File: src/design/dtc_map.svh
// Register offsets, field positions, reset values and timing counts of the dual timer.
`ifndef DTC_MAP_SVH
`define DTC_MAP_SVH

// ****************************************
// Register offsets
// ****************************************
`define DTC_ADDR_TCTRL      8'h88
`define DTC_ADDR_TMODE      8'h89
`define DTC_ADDR_TL_A       8'h8a
`define DTC_ADDR_TL_B       8'h8b
`define DTC_ADDR_TH_A       8'h8c
`define DTC_ADDR_TH_B       8'h8d
`define DTC_ADDR_IRQEN      8'ha8

// ****************************************
// Timer control register fields
// ****************************************
`define DTC_TC_OVF_B        7
`define DTC_TC_RUN_B        6
`define DTC_TC_OVF_A        5
`define DTC_TC_RUN_A        4
`define DTC_TC_EXTF_A       1
`define DTC_TC_TRIG_A       0
`define DTC_TC_EXT_STRIDE   2

// ****************************************
// Timer mode register fields
// ****************************************
`define DTC_TM_GATE_B       7
`define DTC_TM_CSEL_B       6
`define DTC_TM_MODE_B       5:4
`define DTC_TM_GATE_A       3
`define DTC_TM_CSEL_A       2
`define DTC_TM_MODE_A       1:0

// ****************************************
// Interrupt enable register fields
// ****************************************
`define DTC_IE_GLOBAL       7
`define DTC_IE_TMR_B        3
`define DTC_IE_EXT_B        2
`define DTC_IE_TMR_A        1
`define DTC_IE_EXT_A        0
`define DTC_IE_MASK         8'h8f

// ****************************************
// Mode codes, reset values, timing
// ****************************************
`define DTC_MODE_PRESCALE   2'h0
`define DTC_MODE_WIDE       2'h1
`define DTC_MODE_RELOAD     2'h2
`define DTC_MODE_SPLIT      2'h3
`define DTC_RST_BYTE        8'h00
`define DTC_RST_BIT         1'b0
`define DTC_RST_PINS        4'h0
`define DTC_TIMER_DIV       2

`endif

File: src/design/dtc_pkg.sv
// Types shared by the dual timer design.
package dtc_pkg;

	typedef struct packed {
		logic [7:0] tctrl_r;
		logic [7:0] tmode_r;
		logic [7:0] tl_a_r;
		logic [7:0] th_a_r;
		logic [7:0] tl_b_r;
		logic [7:0] th_b_r;
		logic [7:0] irqen_r;
		logic       div_r;
		logic [3:0] pin_prev_r;
	} dtc_state_t;

endpackage

File: src/design/dtc_timer.sv
// Dual 8/16-bit timer/counter with external pin interrupt flags and enables.
`timescale 1ns/100ps
`default_nettype none
`include "dtc_map.svh"

// Summary of operation
// - Timer A counts only while its run bit is one, else holds; the mode 11 high byte follows B run.
// - Timer B counts only while its run bit is one, else holds.
// - Pin falling edge sets the external flag; vectoring clears it.
// - Trigger select zero: low level requests; one: falling edge requests.
// - Gating one adds the external pin high as a count condition.
// - Timer mode advances the count once every two clocks.
// - Counter mode advances the count on each source falling edge.
// - Input select picks the count pin or slow clock divided by four.
// - Mode 00 is an 8-bit high byte behind a 5-bit low prescaler.
// - Mode 01 joins both bytes into one 16-bit up-counter.
// - Mode 10 reloads the low byte from the high byte on overflow.
// - Timer B in mode 11 stops counting.
// - Timer A mode 11 splits; high byte uses B run and B flag.
// - Overflow sets the timer flag; vectoring to its routine clears it.
// - Count bytes are readable, writable and reset to zero.
// - Global enable zero blocks all requests; one defers to own enables.
// - Timer enable one lets its overflow flag raise a request.
// - External enable one allows request and wake-up through that pin.
module dtc_timer
	import dtc_pkg::*;
(
	input  wire logic       mclk,
	input  wire logic       reset,
	input  wire logic [7:0] sfr_addr,
	input  wire logic       sfr_wr,
	input  wire logic [7:0] sfr_wdata,
	output logic      [7:0] sfr_rdata,
	input  wire logic       ext_pin_a,
	input  wire logic       ext_pin_b,
	input  wire logic       count_pin_a,
	input  wire logic       count_pin_b,
	input  wire logic       slow_clk_div4,
	input  wire logic       count_input_sel_a,
	input  wire logic       count_input_sel_b,
	input  wire logic       vec_ack_tmr_a,
	input  wire logic       vec_ack_tmr_b,
	input  wire logic       vec_ack_ext_a,
	input  wire logic       vec_ack_ext_b,
	output logic            irq_tmr_a,
	output logic            irq_tmr_b,
	output logic            irq_ext_a,
	output logic            irq_ext_b,
	output logic            wake_ext_a,
	output logic            wake_ext_b
);

	// ****************************************
	// Count step
	// ****************************************
	// Returns {overflow, high byte, low byte} after one count event.
	function automatic logic [16:0] dtc_step(
		input logic [1:0] mode,
		input logic       tick,
		input logic [7:0] lo,
		input logic [7:0] hi
	);
		logic [15:0] w;
		logic        pwrap;
		w = {hi, lo};
		pwrap = (lo[4:0] == 5'h1f);
		dtc_step = {1'b0, w};
		if (tick) begin
			case (mode)
				`DTC_MODE_PRESCALE: begin
					dtc_step = {pwrap && (hi == 8'hff), pwrap ? hi + 8'h01 : hi,
						lo[7:5], lo[4:0] + 5'h01};
				end
				`DTC_MODE_WIDE: begin
					dtc_step = {w == 16'hffff, w + 16'h0001};
				end
				`DTC_MODE_RELOAD: begin
					dtc_step = {lo == 8'hff, hi, (lo == 8'hff) ? hi : lo + 8'h01};
				end
				default: begin
					dtc_step = {lo == 8'hff, hi, lo + 8'h01};
				end
			endcase
		end
	endfunction

	// ****************************************
	// State and count conditions
	// ****************************************
	dtc_state_t  r;
	dtc_state_t  s;
	logic        src_a;
	logic        src_b;
	logic        en_a;
	logic        en_b;
	logic        tick_a;
	logic        tick_b;
	logic        tick_h;
	logic        split_a;
	logic        ovf_h;
	logic [1:0]  mode_a;
	logic [1:0]  mode_b;
	logic [16:0] step_a;
	logic [16:0] step_b;
	logic [1:0]  ext_pins;
	logic [1:0]  ext_acks;
	logic        wr_a;
	logic        wr_b;

	assign mode_a   = r.tmode_r[`DTC_TM_MODE_A];
	assign mode_b   = r.tmode_r[`DTC_TM_MODE_B];
	assign ext_pins = {ext_pin_b, ext_pin_a};
	assign ext_acks = {vec_ack_ext_b, vec_ack_ext_a};
	assign src_a    = count_input_sel_a ? slow_clk_div4 : count_pin_a;
	assign src_b    = count_input_sel_b ? slow_clk_div4 : count_pin_b;
	assign en_a     = r.tctrl_r[`DTC_TC_RUN_A]
		& (~r.tmode_r[`DTC_TM_GATE_A] | ext_pin_a);
	assign en_b     = r.tctrl_r[`DTC_TC_RUN_B]
		& (~r.tmode_r[`DTC_TM_GATE_B] | ext_pin_b)
		& (mode_b != `DTC_MODE_SPLIT);
	// The divider phase gives one event every two clocks in timer mode.
	assign tick_a   = en_a & (r.tmode_r[`DTC_TM_CSEL_A] ? (r.pin_prev_r[2] & ~src_a)
		: r.div_r);
	assign tick_b   = en_b & (r.tmode_r[`DTC_TM_CSEL_B] ? (r.pin_prev_r[3] & ~src_b)
		: r.div_r);
	assign split_a  = (mode_a == `DTC_MODE_SPLIT);
	assign tick_h   = split_a & r.tctrl_r[`DTC_TC_RUN_B] & r.div_r;
	assign ovf_h    = tick_h & (r.th_a_r == 8'hff);
	assign step_a   = dtc_step(mode_a, tick_a, r.tl_a_r, r.th_a_r);
	assign step_b   = dtc_step(mode_b, tick_b, r.tl_b_r, r.th_b_r);
	assign wr_a     = sfr_wr && (sfr_addr == `DTC_ADDR_TL_A || sfr_addr == `DTC_ADDR_TH_A);
	assign wr_b     = sfr_wr && (sfr_addr == `DTC_ADDR_TL_B || sfr_addr == `DTC_ADDR_TH_B);

	// ****************************************
	// Next state
	// ****************************************
	// Software writes override counting; hardware flag sets win over any clear.
	always_comb begin
		s = r;
		s.div_r = ~r.div_r;
		s.pin_prev_r = {src_b, src_a, ext_pin_b, ext_pin_a};
		s.tl_a_r = step_a[7:0];
		s.th_a_r = split_a ? r.th_a_r + {7'h00, tick_h} : step_a[15:8];
		s.tl_b_r = step_b[7:0];
		s.th_b_r = step_b[15:8];
		if (vec_ack_tmr_a) begin
			s.tctrl_r[`DTC_TC_OVF_A] = 1'b0;
		end
		if (vec_ack_tmr_b) begin
			s.tctrl_r[`DTC_TC_OVF_B] = 1'b0;
		end
		for (int i = 0; i < 2; i++) begin
			if (ext_acks[i]) begin
				s.tctrl_r[`DTC_TC_EXTF_A + `DTC_TC_EXT_STRIDE * i] = 1'b0;
			end
		end
		if (sfr_wr) begin
			case (sfr_addr)
				`DTC_ADDR_TCTRL: s.tctrl_r = sfr_wdata;
				`DTC_ADDR_TMODE: s.tmode_r = sfr_wdata;
				`DTC_ADDR_TL_A:  s.tl_a_r = sfr_wdata;
				`DTC_ADDR_TH_A:  s.th_a_r = sfr_wdata;
				`DTC_ADDR_TL_B:  s.tl_b_r = sfr_wdata;
				`DTC_ADDR_TH_B:  s.th_b_r = sfr_wdata;
				`DTC_ADDR_IRQEN: s.irqen_r = sfr_wdata & `DTC_IE_MASK;
				default: begin
				end
			endcase
		end
		if (step_a[16]) begin
			s.tctrl_r[`DTC_TC_OVF_A] = 1'b1;
		end
		// While A is split its high byte owns the B flag, so B overflows are lost.
		if (split_a ? ovf_h : step_b[16]) begin
			s.tctrl_r[`DTC_TC_OVF_B] = 1'b1;
		end
		for (int i = 0; i < 2; i++) begin
			if (r.tctrl_r[`DTC_TC_TRIG_A + `DTC_TC_EXT_STRIDE * i]
				? (r.pin_prev_r[i] & ~ext_pins[i]) : ~ext_pins[i]) begin
				s.tctrl_r[`DTC_TC_EXTF_A + `DTC_TC_EXT_STRIDE * i] = 1'b1;
			end
		end
	end

	always_ff @(posedge mclk or posedge reset) begin
		if (reset) begin
			r <= '0;
		end else begin
			r <= s;
		end
	end

	// ****************************************
	// Outputs
	// ****************************************
	assign irq_tmr_a  = r.irqen_r[`DTC_IE_GLOBAL]
		& r.irqen_r[`DTC_IE_TMR_A] & r.tctrl_r[`DTC_TC_OVF_A];
	assign irq_tmr_b  = r.irqen_r[`DTC_IE_GLOBAL]
		& r.irqen_r[`DTC_IE_TMR_B] & r.tctrl_r[`DTC_TC_OVF_B];
	assign irq_ext_a  = r.irqen_r[`DTC_IE_GLOBAL]
		& r.irqen_r[`DTC_IE_EXT_A] & r.tctrl_r[`DTC_TC_EXTF_A];
	assign irq_ext_b  = r.irqen_r[`DTC_IE_GLOBAL]
		& r.irqen_r[`DTC_IE_EXT_B] & r.tctrl_r[`DTC_TC_EXTF_A + `DTC_TC_EXT_STRIDE];
	// Wake-up ignores the global enable so a halted core can still be woken.
	assign wake_ext_a = r.irqen_r[`DTC_IE_EXT_A] & r.tctrl_r[`DTC_TC_EXTF_A];
	assign wake_ext_b = r.irqen_r[`DTC_IE_EXT_B]
		& r.tctrl_r[`DTC_TC_EXTF_A + `DTC_TC_EXT_STRIDE];

	always_comb begin
		case (sfr_addr)
			`DTC_ADDR_TCTRL: sfr_rdata = r.tctrl_r;
			`DTC_ADDR_TMODE: sfr_rdata = r.tmode_r;
			`DTC_ADDR_TL_A:  sfr_rdata = r.tl_a_r;
			`DTC_ADDR_TH_A:  sfr_rdata = r.th_a_r;
			`DTC_ADDR_TL_B:  sfr_rdata = r.tl_b_r;
			`DTC_ADDR_TH_B:  sfr_rdata = r.th_b_r;
			`DTC_ADDR_IRQEN: sfr_rdata = r.irqen_r;
			default:         sfr_rdata = 8'h00;
		endcase
	end

	// ****************************************
	// Checks
	// ****************************************
	a_hold_stop_a: assert property (@(posedge mclk) disable iff (reset)
		(!r.tctrl_r[`DTC_TC_RUN_A] && !wr_a && !split_a)
		|=> (r.tl_a_r == $past(r.tl_a_r)) && (r.th_a_r == $past(r.th_a_r)))
		else $error("Timer A moved while stopped.");

	a_hold_stop_b: assert property (@(posedge mclk) disable iff (reset)
		(!r.tctrl_r[`DTC_TC_RUN_B] && !wr_b)
		|=> (r.tl_b_r == $past(r.tl_b_r)) && (r.th_b_r == $past(r.th_b_r)))
		else $error("Timer B moved while stopped.");

	a_ext_edge_set: assert property (@(posedge mclk) disable iff (reset)
		(r.tctrl_r[`DTC_TC_TRIG_A] && r.pin_prev_r[0] && !ext_pin_a)
		|=> r.tctrl_r[`DTC_TC_EXTF_A])
		else $error("Falling edge did not set external flag A.");

	a_ext_level_set: assert property (@(posedge mclk) disable iff (reset)
		(!r.tctrl_r[`DTC_TC_TRIG_A] && !ext_pin_a)
		|=> r.tctrl_r[`DTC_TC_EXTF_A] && irq_ext_a == (r.irqen_r[`DTC_IE_GLOBAL]
		&& r.irqen_r[`DTC_IE_EXT_A]))
		else $error("Low level did not raise external flag A.");

	a_gate_blocks: assert property (@(posedge mclk) disable iff (reset)
		(r.tmode_r[`DTC_TM_GATE_A] && !ext_pin_a && !wr_a && !split_a)
		|=> r.tl_a_r == $past(r.tl_a_r))
		else $error("Gated timer A counted with pin low.");

	a_timer_rate: assert property (@(posedge mclk) disable iff (reset)
		(en_a && !r.tmode_r[`DTC_TM_CSEL_A] && mode_a == `DTC_MODE_WIDE && !wr_a)
		|=> r.tl_a_r == $past(r.tl_a_r) + {7'h00, $past(r.div_r)})
		else $error("Timer A rate is not one per two clocks.");

	a_count_edge: assert property (@(posedge mclk) disable iff (reset)
		(en_a && r.tmode_r[`DTC_TM_CSEL_A] && mode_a == `DTC_MODE_WIDE && !wr_a
		&& r.pin_prev_r[2] && !src_a)
		|=> r.tl_a_r == $past(r.tl_a_r) + 8'h01)
		else $error("Counter A missed a falling edge.");

	a_reload_ovf: assert property (@(posedge mclk) disable iff (reset)
		(tick_a && mode_a == `DTC_MODE_RELOAD && r.tl_a_r == 8'hff && !wr_a)
		|=> r.tl_a_r == $past(r.th_a_r) && r.tctrl_r[`DTC_TC_OVF_A])
		else $error("Reload mode did not reload and flag.");

	a_b_stopped: assert property (@(posedge mclk) disable iff (reset)
		(mode_b == `DTC_MODE_SPLIT && !wr_b) |=> r.tl_b_r == $past(r.tl_b_r))
		else $error("Timer B counted in mode 11.");

	a_global_off: assert property (@(posedge mclk) disable iff (reset)
		!r.irqen_r[`DTC_IE_GLOBAL] |-> !(irq_tmr_a || irq_tmr_b || irq_ext_a || irq_ext_b))
		else $error("Request raised with global enable off.");

	a_ovf_vec_clr: assert property (@(posedge mclk) disable iff (reset)
		(vec_ack_tmr_a && !step_a[16] && !(sfr_wr && sfr_addr == `DTC_ADDR_TCTRL))
		|=> !r.tctrl_r[`DTC_TC_OVF_A])
		else $error("Vector acknowledge did not clear flag A.");

	a_prescale_wrap: assert property (@(posedge mclk) disable iff (reset)
		(tick_a && mode_a == `DTC_MODE_PRESCALE && r.tl_a_r[4:0] == 5'h1f && !wr_a)
		|=> r.th_a_r == $past(r.th_a_r) + 8'h01
		&& r.tl_a_r == {$past(r.tl_a_r[7:5]), 5'h00})
		else $error("Prescaler wrap did not advance high byte A.");

	a_wide_carry_b: assert property (@(posedge mclk) disable iff (reset)
		(tick_b && mode_b == `DTC_MODE_WIDE && r.tl_b_r == 8'hff && !wr_b)
		|=> r.tl_b_r == 8'h00 && r.th_b_r == $past(r.th_b_r) + 8'h01)
		else $error("Timer B low byte did not carry into high byte.");

	a_split_high: assert property (@(posedge mclk) disable iff (reset)
		(tick_h && r.th_a_r == 8'hff && !wr_a)
		|=> r.th_a_r == 8'h00 && r.tctrl_r[`DTC_TC_OVF_B])
		else $error("Split high byte did not wrap into flag B.");

	a_ext_edge_b: assert property (@(posedge mclk) disable iff (reset)
		(r.tctrl_r[`DTC_TC_TRIG_A + `DTC_TC_EXT_STRIDE] && r.pin_prev_r[1] && !ext_pin_b)
		|=> r.tctrl_r[`DTC_TC_EXTF_A + `DTC_TC_EXT_STRIDE])
		else $error("Falling edge did not set external flag B.");

	a_ext_ack_clr: assert property (@(posedge mclk) disable iff (reset)
		(vec_ack_ext_a && r.tctrl_r[`DTC_TC_TRIG_A] && !(r.pin_prev_r[0] && !ext_pin_a)
		&& !(sfr_wr && sfr_addr == `DTC_ADDR_TCTRL))
		|=> !r.tctrl_r[`DTC_TC_EXTF_A])
		else $error("Vector acknowledge did not clear external flag A.");

endmodule
`default_nettype wire

File: config.mk
export PLATFORM = sky130hd
export DESIGN_NAME = dtc_timer
export DESIGN_NICKNAME = d
export VERILOG_FILES = /design/src/design/dtc_pkg.sv /design/src/design/dtc_timer.sv
export VERILOG_INCLUDE_DIRS = /design/src /design/src/design
export SDC_FILE = /design/constraint.sdc
export NUM_CORES = 1
export LEC_CHECK = 0
export BUFFER_PORTS_ARGS = -buffer_cell sky130_fd_sc_hd__buf_2
export CAP_MARGIN = 20
export CORE_UTILIZATION = 30
export CTS_CLUSTER_DIAMETER = 30
export DETAILED_ROUTE_END_ITERATION = 8
export GPL_ROUTABILITY_DRIVEN = 0
export GPL_TIMING_DRIVEN = 0
export SETUP_SLACK_MARGIN = 0.15
export SYNTH_ARGS = -nofsm -noshare
export SYNTH_HDL_FRONTEND = slang
export SYNTH_SLANG_ARGS = --single-unit
File: constraint.sdc
create_clock -name mclk -period 3.25 [get_ports mclk]
set_input_delay 0.325 -clock mclk [delete_from_list [all_inputs] [get_ports mclk]]
set_output_delay 0.325 -clock mclk [all_outputs]
set_load 0.05 [all_outputs]
==> qor.txt <==
Pins Over Slew Limit = 0
Buf/Inv on CP = 1
most frequent cells in the layout = nand2_1 (66), dfrtp_1 (58), buf_2 (46), o21ai_0 (27), nand3_1 (25)
RSZ-0062 raised after global routing = no
crit end category = register
Iter 0 DRT Violations = 575
CP top delay family = compound AO/OA/AOI/OAI gates
width of the die = 123.2 um
Post-Syn Nets = 549
worst-skew pair later-pin latency = 0.33 ns
total design power = 2.320 mW
Routed WL per cell = 20.00 um
Post-CTS Hold Buffers = 0
HPWL after DPL = 11.07 mm
commonest non-fill, non-tap cell in the layout = nand2_1
Yosys top cell area share = 0.3292
Yosys cell types = 83
CTS H-tree depth = 3
outcome = completed
Gates resized, CTS repair = 0
Final Util = 0.3654
slowest CP cell = a2111oi_0
grt met3 use = 0.04290
MaxCap Viol Count = 0
crit path launch type = register
setup TNS = 0 ns
Clock transition at path regs = 0.05 ns
GR Layer Usage met2 = 0.3314
commonest register cell after synthesis = dfrtp_1
crit path cell chain = ha_1, nand3_1, inv_1, ha_1, nand3_1, a2111oi_0, o21a_1, o31ai_1
share of layout cells above drive strength 1 = 0.1898
Post-synth EDFFs = 0
Setup Buffers After CTS = 0
Slew @ Worst Pin = 0.9864 ns
post-route antenna net violation count = 0
synthesized instance count = 510
gr usage total = 0.2108
critical path class = reg2reg
buffers added on ports = 42
first-pass GRT wire length = 23.83 mm
CTS buffer count = 9
syn_area_per_cell = 8.646 um2
Ports = 44
Setup-failing EPs final = 0
number of global-route vias before repair = 4293
Reg2Reg Capture Point = r[31]
Die ar. = 0.01519 mm2
# rows = 43
min Tclk post-route = 2.831 ns
Inserted Diodes = 0
GRT overflow = 0
busiest grt layer = met2
Nets = 603
Reg2Reg Depth = 8
Remaining DRCs = 0
post-placement setup slack = 0.4947 ns
First-pass DRT Iterations = 5
Worst Hold Class = in2async
Synth area leader = dfrtp_1
VDD IR max = 0.2980 mV
final period utilization = 0.8710
CTS Buffer Depth = 2
relative max-transition margin = 0.3254
Hold Vio Cnt, Final = 0
Final Skew = 0.009824 ns
Sink Count = 58
initial antenna violation count = 0
worst path required time = 3.44 ns
worst reg2reg startpoint = r[37]
Filler cells = 1496
Post-Route WL = 14.98 mm
M1 GR Usage = 0.2801
setup slack after layout = 0.4193 ns
CP Max Fanout = 7
fmax = 0.3533 GHz
Static Leak = 2.125 nW
largest net degree at the start of global routing = 35
critical path arrival = 3.03 ns
delay of the slowest critical-path stage = 0.90 ns
Synth Warn # = 0
Non-Filler Instances = 749
Initial Util = 0.3128
CTS root buf = clkbuf_16
drt via density = 5.971
Vias = 4472
synthesized cell area = 0.004409 mm2
ranking of synthesized cells by area = dfrtp_1 (33%), nand2_1 (5.6%), mux2_2 (4.9%), o21ai_0 (3.1%), nand3_1 (2.8%)
asr flop ratio synth = 1.000
PwrDens = 450.4 mW/mm2
Reg2Reg Setup Slack = 0.42 ns
post-synthesis sequential area ratio = 0.3292
Yosys reg bits = 58
CTS tree = built
P&R area growth vs syn = 16.83%
area of the core = 0.01410 mm2
placed cell count = 733
die span in y = 123.2 um
power by group:
part,leakage [nW],switching (mW),internal (mW)
registers,0.729,0.110,0.801
logic,1.25,0.290,0.184
clock network,0.142,0.347,0.587
registers in the layout, summed over array words and instances (netlist names):
| register | flops |
|---|---|
| mode_b | 2 |
| mode_a | 2 |
| r | 54 |
metal layers:
layer  share of wire  up-vias
li1                -     2060
met5               0        -
met2            0.46      211
met3           0.070       38
met4           0.033        0
met1            0.44     2163
cell type report:
class,count,area (um2),area share
inverter,17,63.81,0.01239
sequential,58,1451,0.2818
clock buffer,10,229.0,0.04445
multi-input combinational,403,2743,0.5324
tap,180,225.2,0.04372
clock inverter,6,57.56,0.01117
buffer,32,151.4,0.02939
timing repair buffer,43,230.2,0.04469
how the worst max path moves through the flow:
stage | cells past startpoint | slack (ns) | startpoint | end
detailed placement | 9 | 0.49 | r[21] | r[20]
floorplan | 9 | 0.75 | r[21] | r[20]
finish | 8 | 0.42 | r[37] | r[31]
CTS | 9 | 0.47 | r[21] | r[20]
global route | 8 | 0.15 | r[37] | r[31]
global placement | 9 | 0.52 | r[21] | r[20]
per-stage QoR:
stage	area (um2)	hold slack [ns]
after floorplan	4409	0.3564
after global placement	4845	0.4655
after detailed placement	4865	0.4723
after CTS	5151	0.1335
after global routing	5151	0.1452
final	5151	0.1426
cell usage after synthesis, types with 4 or more instances:
master    count
nand4_1      12
inv_1        16
o221ai_1      5
a222oi_1     10
nor4_1       11
dfrtp_1      58
o21ai_0      27
nand2_1      66
and2_1       10
nand2b_1      5
clkbuf_1     22
and4_1        7
nor3_1        9
nand3b_1      7
ha_1          9
a21oi_1      17
nor2b_1       5
and3_1       11
mux2i_1       8
nand3_1      25
xor2_1        7
a31oi_1      12
o22ai_1       5
buf_2         4
a22oi_1       8
nor2_1       24
o31ai_1       7
mux2_2       19
xnor2_1       5
cell families after synthesis:
logic type	after synthesis	share of synthesized area
muxes	27	0.06669
and+or+nand+nor	219	0.2812
adders and majority gates	9	0.02554
DFF	58	0.3292
xor gates and xnor gates	12	0.02384
buffers and inverters	49	0.04881
AOI/OAI and AO/OA	136	0.2248
Power figures use the tool's default switching activity.
